## config.mk

```make
export PLATFORM = sky130hd
export DESIGN_NAME = bcm_monitor
export DESIGN_NICKNAME = d
export VERILOG_FILES = /design/src/bcm_pkg.sv /design/src/bcm_monitor.sv
export VERILOG_INCLUDE_DIRS = /design/src
export SDC_FILE = /design/constraint.sdc
export NUM_CORES = 1
export LEC_CHECK = 0
export BUFFER_PORTS_ARGS = -buffer_cell sky130_fd_sc_hd__buf_4
export CORE_MARGIN = 2
export CORE_UTILIZATION = 40
export DETAILED_ROUTE_END_ITERATION = 10
export GPL_TIMING_DRIVEN = 0
export PLACE_DENSITY = 0.63
export SLEW_MARGIN = 10
export SYNTH_ARGS = -nofsm -noshare
export SYNTH_HDL_FRONTEND = slang
export SYNTH_SLANG_ARGS = --single-unit
export TNS_END_PERCENT = 100
```

## constraint.sdc

```tcl
create_clock -name i_clk_sys -period 15.7 [get_ports i_clk_sys]
set_clock_uncertainty 0.1 [all_clocks]
set_input_delay 0 -clock i_clk_sys [delete_from_list [all_inputs] [get_ports i_clk_sys]]
set_output_delay 0 -clock i_clk_sys [all_outputs]
set_load 0.05 [all_outputs]
```

## src/bcm_cfg.svh

```systemverilog
// Purpose : constants for the breaker condition and state monitor
// Assumes : 100 MHz system clock
// Notes   : times are kept in their own unit; cycle counts derive from them
`ifndef BCM_CFG_SVH
`define BCM_CFG_SVH

// ****************************************************************
// timing
// ****************************************************************
`define BCM_CLK_PERIOD_NS   10
`define BCM_MS_NS           1000000
`define BCM_TICK_CYCLES     (`BCM_MS_NS / `BCM_CLK_PERIOD_NS)
`define BCM_MS_PER_S        1000
`define BCM_DISC_DELAY_MS   5000

// ****************************************************************
// setting limits and reset values
// ****************************************************************
`define BCM_EXP_MIN         5'h0a
`define BCM_EXP_MAX         5'h14
`define BCM_EXP_RESET       5'h14
`define BCM_EXP_DIVISOR     10
`define BCM_OPTIME_MIN_MS   10'h005
`define BCM_OPTIME_MAX_MS   10'h1f4

`endif

```

## src/bcm_pkg.sv

```systemverilog
// Purpose : types shared by the breaker condition and state monitor
// Assumes : nothing
// Notes   : enumerations only; numbers live in bcm_cfg.svh
`default_nettype none

package bcm_pkg;

    // ****************************************************************
    // status source selection and decoded breaker state
    // ****************************************************************
    typedef enum logic [1:0] {
        BCM_SRC_NONE,
        BCM_SRC_NO_ONLY,
        BCM_SRC_NC_ONLY,
        BCM_SRC_BOTH
    } bcm_src_t;

    typedef enum logic [2:0] {
        BCM_ST_NONE,
        BCM_ST_OPEN,
        BCM_ST_CLOSED,
        BCM_ST_UNKNOWN,
        BCM_ST_FAILURE
    } bcm_state_t;

endpackage

`default_nettype wire

```

## src/bcm_monitor.sv

```systemverilog
// Purpose : breaker condition statistics and auxiliary contact state monitor
// Assumes : trip, current and timing inputs come from logic on i_clk_sys;
//           auxiliary contact inputs come from pins; contact closed reads 1
// Notes   : broken-current power uses a log/antilog approximation
//
// Summary of operation
// - statistics advance only on issued trip
// - statistics read only, cleared by clear control
// - test mode freezes every statistics counter and the accumulator
// - add current raised to exponent per trip
// - exponent 1.0 to 2.0 step 0.1
// - maintenance alarm at operations maintenance threshold
// - reclose lockout at operations lockout threshold
// - interrupting time checked against alarm, lockout
// - windowed operation count alarm and lockout
// - open contact follows breaker, closed opposes
// - source is none, open, closed, both
// - source none reports no breaker status
// - open-only derives complement, no discrepancy alarm
// - closed-only derives complement, no discrepancy alarm
// - both: opposite contacts decode open or closed
// - both open reads as unknown state
// - both closed reads as breaker failure
// - discrepancy alarm after more than 5 s
`include "bcm_cfg.svh"
`timescale 1ns/1ps
`default_nettype none

module bcm_monitor #(
    parameter int TICK_CYCLES = `BCM_TICK_CYCLES,
    parameter int CUR_W       = 16,
    parameter int ACC_W       = 48,
    parameter int OPS_W       = 16
) (
    input  wire logic                  i_clk_sys,
    input  wire logic                  i_reset_n,
    input  wire logic                  i_trip,
    input  wire logic                  i_test_mode,
    input  wire logic                  i_breaker_stats_clear,
    input  wire logic [CUR_W-1:0]      i_fault_current,
    input  wire logic [4:0]            i_exponent_tenths,
    input  wire logic [9:0]            i_op_time_ms,
    input  wire logic [OPS_W-1:0]      i_ops_maint_threshold,
    input  wire logic [OPS_W-1:0]      i_ops_lockout_threshold,
    input  wire logic [9:0]            i_op_time_alarm_threshold,
    input  wire logic [9:0]            i_op_time_lockout_threshold,
    input  wire logic [13:0]           i_freq_window_s,
    input  wire logic [OPS_W-1:0]      i_freq_alarm_threshold,
    input  wire logic [OPS_W-1:0]      i_freq_lockout_threshold,
    input  wire bcm_pkg::bcm_src_t     i_breaker_status_source,
    input  wire logic                  i_aux_no,
    input  wire logic                  i_aux_nc,
    output logic [OPS_W-1:0]           o_ops_count,
    output logic [ACC_W-1:0]           o_broken_current_acc,
    output logic [OPS_W-1:0]           o_freq_count,
    output logic [4:0]                 o_exponent_active,
    output logic                       o_exponent_rejected,
    output logic                       o_ops_maint_alarm,
    output logic                       o_ops_lockout,
    output logic                       o_op_time_alarm,
    output logic                       o_op_time_lockout,
    output logic                       o_freq_alarm,
    output logic                       o_freq_lockout,
    output bcm_pkg::bcm_state_t        o_breaker_state,
    output logic                       o_breaker_open,
    output logic                       o_breaker_closed,
    output logic                       o_discrepancy_alarm
);
    import bcm_pkg::*;

    // ****************************************************************
    // elaboration checks
    // ****************************************************************
    generate
        if (TICK_CYCLES < 1 || CUR_W != 16 || ACC_W < 41 || OPS_W < 2)
        begin : g_bad_param
            $error("bcm_monitor: unsupported parameter values");
        end
    endgenerate

    localparam logic [31:0] TICK_LAST = 32'(TICK_CYCLES - 1);
    localparam int          DISC_MS   = `BCM_DISC_DELAY_MS;

    // ****************************************************************
    // broken-current power: 2^(e/10 * log2(i)), piecewise linear
    // ****************************************************************
    function automatic logic [39:0] bcm_power(input logic [15:0] cur,
                                              input logic [4:0]  e);
        logic [3:0]  msb;
        logic [15:0] norm;
        logic [11:0] lg;
        logic [16:0] prod;
        logic [12:0] y;
        logic [39:0] man;
        msb  = 4'h0;
        for (int k = 0; k < 16; k++)
            if (cur[k])
                msb = 4'(k);
        norm = cur << (4'hf - msb);
        lg   = {msb, norm[14:7]};
        prod = 17'(lg * e);
        y    = 13'(prod / `BCM_EXP_DIVISOR);
        man  = {31'h0, 1'b1, y[7:0]};
        man  = man << y[12:8];
        if (cur == 16'h0000)
            bcm_power = 40'h0;
        else
            bcm_power = {8'h00, man[39:8]};
    endfunction

    // ****************************************************************
    // common qualifiers
    // ****************************************************************
    logic        count_en;
    logic        exp_ok;
    logic [39:0] pow_w;

    assign count_en = i_trip && !i_test_mode && !i_breaker_stats_clear;
    assign exp_ok   = (i_exponent_tenths >= `BCM_EXP_MIN)
                   && (i_exponent_tenths <= `BCM_EXP_MAX);
    assign pow_w    = bcm_power(i_fault_current, o_exponent_active);

    // ****************************************************************
    // millisecond tick divider
    // ****************************************************************
    logic [31:0] tick_cnt_q;
    logic        ms_tick_q;

    // one-cycle pulse every millisecond
    always_ff @(posedge i_clk_sys or negedge i_reset_n)
    begin
        if (!i_reset_n)
        begin
            tick_cnt_q <= 32'h0;
            ms_tick_q  <= 1'b0;
        end
        else
        begin
            ms_tick_q  <= (tick_cnt_q == TICK_LAST);
            tick_cnt_q <= (tick_cnt_q == TICK_LAST) ? 32'h0 : tick_cnt_q + 32'h1;
        end
    end

    // ****************************************************************
    // exponent setting
    // ****************************************************************
    // accept only in-range settings, otherwise keep the last good one
    always_ff @(posedge i_clk_sys or negedge i_reset_n)
    begin
        if (!i_reset_n)
        begin
            o_exponent_active   <= `BCM_EXP_RESET;
            o_exponent_rejected <= 1'b0;
        end
        else
        begin
            o_exponent_rejected <= !exp_ok;
            if (exp_ok)
                o_exponent_active <= i_exponent_tenths;
        end
    end

    // ****************************************************************
    // operations count and broken-current accumulator
    // ****************************************************************
    // saturating count; clear has priority over a trip in the same cycle
    always_ff @(posedge i_clk_sys or negedge i_reset_n)
    begin
        if (!i_reset_n)
        begin
            o_ops_count          <= '0;
            o_broken_current_acc <= '0;
        end
        else if (i_breaker_stats_clear)
        begin
            o_ops_count          <= '0;
            o_broken_current_acc <= '0;
        end
        else if (count_en)
        begin
            if (o_ops_count != '1)
                o_ops_count <= o_ops_count + 1'b1;
            o_broken_current_acc <= o_broken_current_acc + ACC_W'(pow_w);
        end
    end

    // level alarms follow the count against the thresholds
    always_ff @(posedge i_clk_sys or negedge i_reset_n)
    begin
        if (!i_reset_n)
        begin
            o_ops_maint_alarm <= 1'b0;
            o_ops_lockout     <= 1'b0;
        end
        else
        begin
            o_ops_maint_alarm <= (o_ops_count >= i_ops_maint_threshold);
            o_ops_lockout     <= (o_ops_count >= i_ops_lockout_threshold);
        end
    end

    // ****************************************************************
    // interrupting time check
    // ****************************************************************
    logic alarm_thr_ok;
    logic lock_thr_ok;

    assign alarm_thr_ok = (i_op_time_alarm_threshold >= `BCM_OPTIME_MIN_MS)
                       && (i_op_time_alarm_threshold <= `BCM_OPTIME_MAX_MS);
    assign lock_thr_ok  = (i_op_time_lockout_threshold >= `BCM_OPTIME_MIN_MS)
                       && (i_op_time_lockout_threshold <= `BCM_OPTIME_MAX_MS);

    // latched on a slow trip until statistics are cleared
    always_ff @(posedge i_clk_sys or negedge i_reset_n)
    begin
        if (!i_reset_n)
        begin
            o_op_time_alarm   <= 1'b0;
            o_op_time_lockout <= 1'b0;
        end
        else if (i_breaker_stats_clear)
        begin
            o_op_time_alarm   <= 1'b0;
            o_op_time_lockout <= 1'b0;
        end
        else if (count_en)
        begin
            if (alarm_thr_ok && i_op_time_ms > i_op_time_alarm_threshold)
                o_op_time_alarm <= 1'b1;
            if (lock_thr_ok && i_op_time_ms > i_op_time_lockout_threshold)
                o_op_time_lockout <= 1'b1;
        end
    end

    // ****************************************************************
    // excessive fault frequency
    // ****************************************************************
    logic        win_active_q;
    logic [23:0] win_ms_q;
    logic [23:0] win_limit;

    assign win_limit = 24'(i_freq_window_s * `BCM_MS_PER_S);

    // window opens on the first trip and closes after the set time
    always_ff @(posedge i_clk_sys or negedge i_reset_n)
    begin
        if (!i_reset_n)
        begin
            win_active_q <= 1'b0;
            win_ms_q     <= 24'h0;
            o_freq_count <= '0;
        end
        else if (i_breaker_stats_clear)
        begin
            win_active_q <= 1'b0;
            win_ms_q     <= 24'h0;
            o_freq_count <= '0;
        end
        else if (!i_test_mode)
        begin
            if (count_en && !win_active_q)
            begin
                win_active_q <= 1'b1;
                win_ms_q     <= 24'h0;
                o_freq_count <= {{(OPS_W-1){1'b0}}, 1'b1};
            end
            else if (win_active_q && win_ms_q >= win_limit)
            begin
                win_active_q <= 1'b0;
                o_freq_count <= '0;
            end
            else
            begin
                if (count_en && o_freq_count != '1)
                    o_freq_count <= o_freq_count + 1'b1;
                if (win_active_q && ms_tick_q)
                    win_ms_q <= win_ms_q + 24'h1;
            end
        end
    end

    // windowed count against its own thresholds
    always_ff @(posedge i_clk_sys or negedge i_reset_n)
    begin
        if (!i_reset_n)
        begin
            o_freq_alarm   <= 1'b0;
            o_freq_lockout <= 1'b0;
        end
        else
        begin
            o_freq_alarm   <= (o_freq_count >= i_freq_alarm_threshold);
            o_freq_lockout <= (o_freq_count >= i_freq_lockout_threshold);
        end
    end

    // ****************************************************************
    // auxiliary contact synchronisers
    // ****************************************************************
    logic [1:0] no_sync_q;
    logic [1:0] nc_sync_q;

    // two flops per pin; only the second flop (bit 1) is read by the decoder
    always_ff @(posedge i_clk_sys or negedge i_reset_n)
    begin
        if (!i_reset_n)
        begin
            no_sync_q <= 2'b00;
            nc_sync_q <= 2'b00;
        end
        else
        begin
            no_sync_q <= {no_sync_q[0], i_aux_no};
            nc_sync_q <= {nc_sync_q[0], i_aux_nc};
        end
    end

    // ****************************************************************
    // state decode
    // ****************************************************************
    logic       no_w;
    logic       nc_w;
    bcm_state_t state_d;

    assign no_w = no_sync_q[1];
    assign nc_w = nc_sync_q[1];

    // open contact follows the breaker, closed contact opposes it
    always_comb
    begin
        state_d = BCM_ST_NONE;
        unique case (i_breaker_status_source)
            BCM_SRC_NONE:    state_d = BCM_ST_NONE;
            BCM_SRC_NO_ONLY: state_d = no_w ? BCM_ST_CLOSED : BCM_ST_OPEN;
            BCM_SRC_NC_ONLY: state_d = nc_w ? BCM_ST_OPEN : BCM_ST_CLOSED;
            BCM_SRC_BOTH:
            begin
                unique case ({no_w, nc_w})
                    2'b01: state_d = BCM_ST_OPEN;
                    2'b10: state_d = BCM_ST_CLOSED;
                    2'b00: state_d = BCM_ST_UNKNOWN;
                    2'b11: state_d = BCM_ST_FAILURE;
                endcase
            end
        endcase
    end

    always_ff @(posedge i_clk_sys or negedge i_reset_n)
    begin
        if (!i_reset_n)
        begin
            o_breaker_state  <= BCM_ST_NONE;
            o_breaker_open   <= 1'b0;
            o_breaker_closed <= 1'b0;
        end
        else
        begin
            o_breaker_state  <= state_d;
            o_breaker_open   <= (state_d == BCM_ST_OPEN);
            o_breaker_closed <= (state_d == BCM_ST_CLOSED);
        end
    end

    // ****************************************************************
    // discrepancy persistence timer
    // ****************************************************************
    logic        bad_w;
    logic [12:0] disc_ms_q;

    assign bad_w = (state_d == BCM_ST_UNKNOWN) || (state_d == BCM_ST_FAILURE);

    // counts whole ms of continuous disagreement; healthy restarts it
    always_ff @(posedge i_clk_sys or negedge i_reset_n)
    begin
        if (!i_reset_n)
        begin
            disc_ms_q           <= 13'h0;
            o_discrepancy_alarm <= 1'b0;
        end
        else if (!bad_w)
        begin
            disc_ms_q           <= 13'h0;
            o_discrepancy_alarm <= 1'b0;
        end
        else
        begin
            if (ms_tick_q && disc_ms_q <= 13'(DISC_MS))
                disc_ms_q <= disc_ms_q + 13'h1;
            if (disc_ms_q > 13'(DISC_MS))
                o_discrepancy_alarm <= 1'b1;
        end
    end
endmodule

`default_nettype wire

```

==> After elaboration in Yosys (flattened, before gate mapping) <==
Index checks and enable logic that the tools add are counted.
{ "op_classes": {"addsub": 7, "mul": 2, "n_div": 1, "magnitude_cmp": 15, "eq_ne": 17, "n_shift": 2, "n_mux": 50, "reduce_logical": 33} }
{ "op_table": {"columns": ["cell", "count"], "rows": [
  ["16-bit 2-to-1 mux", 8],
  ["24-bit 2-to-1 mux", 5],
  ["48-bit 2-to-1 mux", 2],
  ["16-bit >= comparator", 4],
  ["32-bit 2-to-1 mux", 2],
  ["48-bit by 40-bit adder with 48-bit output", 1],
  ["9-bit by 5-bit left shift with 40-bit output", 1],
  ["16-bit by 1-bit adder with 16-bit output, second input constant", 2],
  ["32-bit by 1-bit adder with 32-bit output, second input constant", 1],
  ["17-bit by 4-bit divider with 32-bit output, second input constant", 1],
  ["32-bit by 17-bit == test with 1-bit output, second input constant", 1],
  ["4-bit 2-to-1 mux", 8],
  ["16-bit != test, second input constant", 2],
  ["13-bit 2-to-1 mux", 2],
  ["24-bit by 1-bit adder with 24-bit output, second input constant", 1],
  ["24-bit >= comparator", 1],
  ["3-bit case mux with 4 select lines", 2],
  ["14-bit by 7-bit multiplier with 21-bit output, second input constant", 1],
  ["10-bit by 3-bit >= comparator with 1-bit output, second input constant", 2],
  ["10-bit greater-than comparator", 2],
  ["10-bit by 9-bit less-or-equal comparator with 1-bit output, second input constant", 2],
  ["12-bit by 5-bit multiplier with 17-bit output", 1],
  ["16-bit zero test", 1],
  ["16-bit by 4-bit left shift with 15-bit output", 1],
  ["other kinds (25)", 73]
]} }
{ "totals": {"register_bits": 173, "out_inout_bits": 98, "wordCells": 149} }

==> Logic depth before layout (Yosys ltp) <==
{ "logic_depth": {"depth_word": 24, "depth_mapped": 78} }

==> Worst setup path after synthesis <==
Ideal clock, no wire load.
{ "synth_timing": {"kind": "input -> register", "startpoint": "input port i_fault_current[2]", "endpoint": "register o_broken_current_acc[34]", "arrival_ns": 14.248, "setup_slack_ns": 1.220, "stages": 72, "n_path_buf": 4, "cell_sequence": "inv_1 -> a21oi_1 -> nor2_1 -> nor2_1 -> nor2_1 -> nor2_1 -> nor2_1 -> nor2_1 -> nor2_1 -> nor2_1 -> nor2_1 -> nor2_1 -> nor2_1 -> nor2_1 -> clkbuf_1 -> mux4_2 -> a221oi_1 -> nor2b_1 -> (+36 left out) -> a21oi_1 -> o21ai_0 -> a21boi_0 -> o21ai_0 -> a21boi_0 -> o21ai_0 -> a21boi_0 -> o21ai_0 -> a21boi_0 -> o21ai_0 -> o211ai_1 -> a31oi_1 -> a21oi_1 -> a41oi_1 -> a21oi_1 -> nand4_1 -> xor2_1 -> nor2_1"} }
{ "synth_via": {"elab_chain_cells": 23} }
{ "synth_rtl": {"columns": ["item", "line_no", "source"], "rows": [
  ["start, declared", "bcm_monitor.sv:40", "input wire logic [CUR_W-1:0] i_fault_current,"],
  ["2-bit 2-to-1 mux (2 in series)", "bcm_monitor.sv:97", "if (cur[k])"],
  ["3-bit 2-to-1 mux (4 in series)", "bcm_monitor.sv:97", null],
  ["4-bit 2-to-1 mux (8 in series)", "bcm_monitor.sv:97", null],
  ["4-bit subtractor", "bcm_monitor.sv:99", "norm = cur << (4'hf - msb);"],
  ["16-bit by 4-bit left shift with 15-bit output", "bcm_monitor.sv:99", null],
  ["12-bit by 5-bit multiplier with 17-bit output", "bcm_monitor.sv:101", "prod = 17'(lg * e);"],
  ["17-bit by 4-bit divider with 32-bit output (no line)", null, null],
  ["9-bit by 5-bit left shift with 40-bit output", "bcm_monitor.sv:104", "man = man << y[12:8];"],
  ["32-bit 2-to-1 mux *", "bcm_monitor.sv:105", "if (cur == 16'h0000)"],
  ["48-bit by 40-bit adder with 48-bit output *", "bcm_monitor.sv:183", "o_broken_current_acc <= o_broken_current_acc + ACC_W'(pow_w);"],
  ["48-bit 2-to-1 mux *", "bcm_monitor.sv:179", "else if (count_en)"],
  ["48-bit 2-to-1 mux *", "bcm_monitor.sv:174", "else if (i_breaker_stats_clear)"],
  ["end signal, assigned", "bcm_monitor.sv:183", null],
  ["end, declared", "bcm_monitor.sv:54", "output logic [ACC_W-1:0] o_broken_current_acc,"]
]} }
Every way passes the cells marked *; elsewhere a longest branch is shown, timed or not. The select of a mux whose other input is x is not followed.
A chain may end at the register's enable or synchronous reset.

==> Worst setup path after layout <==
{ "layout_timing": {"startpoint": "input port i_fault_current[4]", "endpoint": "register o_broken_current_acc[34]"} }
{ "layout_via": {"elab_chain_cells": 21} }
{ "layout_rtl": {"columns": ["item", "line_no"], "rows": [
  ["3-bit 2-to-1 mux (4 in series)", "bcm_monitor.sv:97"],
  ["4-bit 2-to-1 mux (8 in series)", "bcm_monitor.sv:97"],
  ["4-bit subtractor", "bcm_monitor.sv:99"],
  ["16-bit by 4-bit left shift with 15-bit output", "bcm_monitor.sv:99"],
  ["12-bit by 5-bit multiplier with 17-bit output", "bcm_monitor.sv:101"],
  ["17-bit by 4-bit divider with 32-bit output (no line)", null],
  ["9-bit by 5-bit left shift with 40-bit output", "bcm_monitor.sv:104"],
  ["32-bit 2-to-1 mux *", "bcm_monitor.sv:105"],
  ["48-bit by 40-bit adder with 48-bit output *", "bcm_monitor.sv:183"],
  ["48-bit 2-to-1 mux *", "bcm_monitor.sv:179"],
  ["48-bit 2-to-1 mux *", "bcm_monitor.sv:174"]
]} }
Marks and branches as above.

==> flow_summary_export.csv <==
group,metric,value,unit
status,outcome,"complete, no violations",
setup_path,worst_ep_arrival_time,15.25,ns
setup_path,cp_slowest_stage_delay,0.60,ns
die,initial_utilization,40.8,%
setup_path,cp.depth,65,
synthesis,synth.yosys.seq_area_share,23.3,%
global_route,grt_first_pass_wirelength,84500,µm
timing,slew_viol_final,0,
global_route,grtUsageTotal,21.6,%
placed_design,io_buffer_count,234,
timing,finalWorstSetupSlack,0.679,ns
final_layout,register_area,4330,µm²
setup_path,r2r_start,"o_exponent_active[2]$_DFFE_PN1P_",
setup_path,criticalPathCategory,"primary input to register",
route,antenna_left,0,
synthesis,syn_area,18600,µm²
route,wl_per_cell,16.3,µm
clock_tree,clock_sinks,173,
timing,max_freq,66.6,MHz
placed_design,dp_worst_setup_slack,-1.75,ns
setup_path,cp_top_family,"compound AO/OA/AOI/OAI gates",
timing,post-route-period-util,95.7,%
synthesis,syn-instance-count,2208,
global_route,grt_overflow_total,0,
synthesis,synth_ff_type,"dfrtp_1",
route,first_iter_violations,1005,
route,num_vias,17100,
clock_tree,cts-buffers-inserted,17,
route,drc,0,
setup_path,cp-start-kind,"primary input",
synthesis,yosys_register_bits,173,
setup_path,r2r_cells,57,
clock_tree,clk_latency,0.47,ns
synthesis,avgSynthCellArea,8.42,µm²
setup_path,r2r-end,"o_broken_current_acc[34]$_DFFE_PN0P_",
die,die_area,48200,µm²
final_layout,drive_gt1_share,16.3,%
final_layout,antenna_cells,0,
setup_path,worstSetupEndpoint,"o_broken_current_acc[34]$_DFFE_PN0P_",
die,die_y,220,µm
clock_tree,cts_tree,"done",
setup_path,crit_fanout,10,
setup_path,crit_top_cell,"o21ai_0",
placed_design,dp_hpwl,39800,µm
synthesis,postSynth.asyncResetShare,100,%
final_layout,final_nets,2954,
die,dieWidth,220,µm
clock_tree,clockBufferDepth,2,
route,viasPerCell,5.45,
setup_path,end_kind,"register",
route,routed_wl,51200,µm
die,std_cell_rows,78,
min_path,hold_path.class,"primary input to asynchronous set/reset pin",
timing,tns,0,ns
final_layout,fillers,4318,
setup_path,required,15.93,ns
synthesis,yosys_warnings,0,
setup_path,ff2ff_setup_slack,1.59,ns
timing,worstMarginPinSlew,1.04,ns
die,coreArea,45600,µm²
final_layout,area_growth_syn_to_layout,21.8,%
synthesis,synth.distinct_cells,101,
synthesis,synth_edf_count,0,
timing,hold_viol_final,0,
run,drv_cap,0,
final_layout,multi_input_area,13700,µm²
clock_tree,root_buffer,"clkbuf_16",
global_route,grt_pass1_vias,16901,
placed_design,place_congestion,0.908,
timing,min_period,15.02,ns
setup_path,crit_slowest_cell,"mux4_2",
synthesis,syn_nets,2640,
clock_tree,htreeDepth,4,
clock_tree,clk_pin_slew_worst_paths,0.07,ns
timing,setup_viol,0,
timing,hold_ws,0.00380,ns
setup_path,startpoint,"i_fault_current[4]",
global_route,antenna_found_initial,0,
timing,slew_headroom,29.9,%
setup_path,worst-path-buf-inv,5,
route,dr.pass1.iters,7,
die,pin_count,236,
global_route,grt_max_degree,95,
-- worst register-to-register path, delay by kind of cell (launching register included) --
family	cells	cell delay [ns]
buffers and inverters	7	1.14
XOR/XNOR	1	0.19
AO/OA/AOI/OAI	30	6.33
AND/OR/NAND/NOR	13	2.94
adder cells (fa/ha/maj)	5	2.30
multiplexers	1	0.33
flip-flops	1	0.61
-- cells in the mapped netlist (all sizes together), types with 45 or more instances --
library cell	number	area (µm²)
dfrtp	171	4280
nor2	229	862
fa	77	1540
o21ai	116	603
nand2	182	686
xnor2	75	657
xor2	78	683
nor2b	54	338
nand2b	54	338
inv	191	717
a21oi	146	738
nand3	78	390
clkbuf	47	176
ha	217	2720
nor3	45	235
-- flip-flops by register name, summed over array words and instances, names as in the netlist, 2 cells and up --
signal,flops
nc_sync_q,2
disc_ms_q,13
o_broken_current_acc,48
o_breaker_state,3
o_freq_count,16
o_ops_count,16
no_sync_q,2
tick_cnt_q,32
win_ms_q,24
o_exponent_active,5
-- per-layer routing --
layer | track usage [%] | share of wire [%] | vias up | wire (µm)
li1 | - | - | 8386 | -
met1 | 27.9 | 45 | 8242 | 23000
met2 | 35.4 | 47 | 407 | 23900
met3 | 5.22 | 6.3 | 65 | 3250
met4 | 6.82 | 2.1 | 0 | 1100
met5 | 0 | 0 | - | 0
-- placed cells by master (no fill, tap or decap), types with 9 or more instances in the layout --
cell type / count
nand2_1: 178
buf_2: 9
dfrtp_1: 171
a211oi_1: 20
o22ai_1: 11
nor4_1: 13
a21o_1: 13
and2_1: 34
or3_1: 26
nor2b_1: 54
nand2b_1: 54
o211ai_1: 10
o21a_1: 27
o31a_1: 9
and4_1: 10
clkbuf_16: 17
nand3_1: 75
clkbuf_1: 45
mux2i_1: 21
xnor2_1: 75
and3_1: 19
nand4_1: 38
a21oi_1: 139
buf_4: 263
o21ai_0: 100
nor2_1: 225
inv_1: 191
dlygate4sd3_1: 31
ha_1: 217
xor2_1: 78
nor3_1: 40
fa_1: 77
-- timing repair --
action / CTS / global route
resized for setup: 18 / 74
endpoints found under the setup margin: 24 / 33
setup buffers: 4 / 24
hold endpoints to repair: 165 / 0
hold buffers: 31 / 0
pin swaps: 5 / 23
-- area by class of cell --
type / instances / area share, %
Clock buffer: 19 / 1.96
Multi-Input combinational cell: 1782 / 60.3
Sequential cell: 173 / 19.1
Clock inverter: 13 / 0.552
Tap cell: 600 / 3.31
Timing Repair Buffer: 295 / 10.2
Buffer: 61 / 1.28
Inverter: 192 / 3.18
-- cell families after synthesis --
group | after synthesis | share of synthesized area, %
compound gates | 485 | 17.6
xor+xnor | 153 | 7.21
fa+ha+maj | 295 | 23.0
buf+inv | 253 | 5.32
flops | 173 | 23.3
mux | 34 | 2.09
simple gates | 815 | 21.5
-- metrics by stage --
| stage | instances | utilization, % | instance area [µm²] |
|---|---|---|---|
| floorplan | 2208 | - | 18600 |
| global placement | 3042 | 46.3 | 21100 |
| detailed placement | 3044 | 46.4 | 21200 |
| CTS | 3111 | 48.6 | 22200 |
| global route | 3135 | 49.7 | 22600 |
| finish | 3135 | 49.7 | 22600 |
-- how the worst min path moves through the flow --
stage | slack (ns) | from | cells past startpoint | end
after floorplan | -0.40 | i_reset_n | 0 | disc_ms_q[0]$_DFFE_PN0P_
after global routing | 0.05 | i_reset_n | 2 | nc_sync_q[0]$_DFF_PN0_
after CTS | 0.006 | i_reset_n | 2 | nc_sync_q[0]$_DFF_PN0_
final | 0.004 | i_reset_n | 2 | nc_sync_q[0]$_DFF_PN0_
after global placement | 0.01 | i_aux_nc | 1 | nc_sync_q[0]$_DFF_PN0_
after detailed placement | -0.07 | i_reset_n | 1 | nc_sync_q[0]$_DFF_PN0_
Power is left out: the tool's default activity adds up to more than one toggle a clock period on the data nets, which glitch-free logic cannot reach.
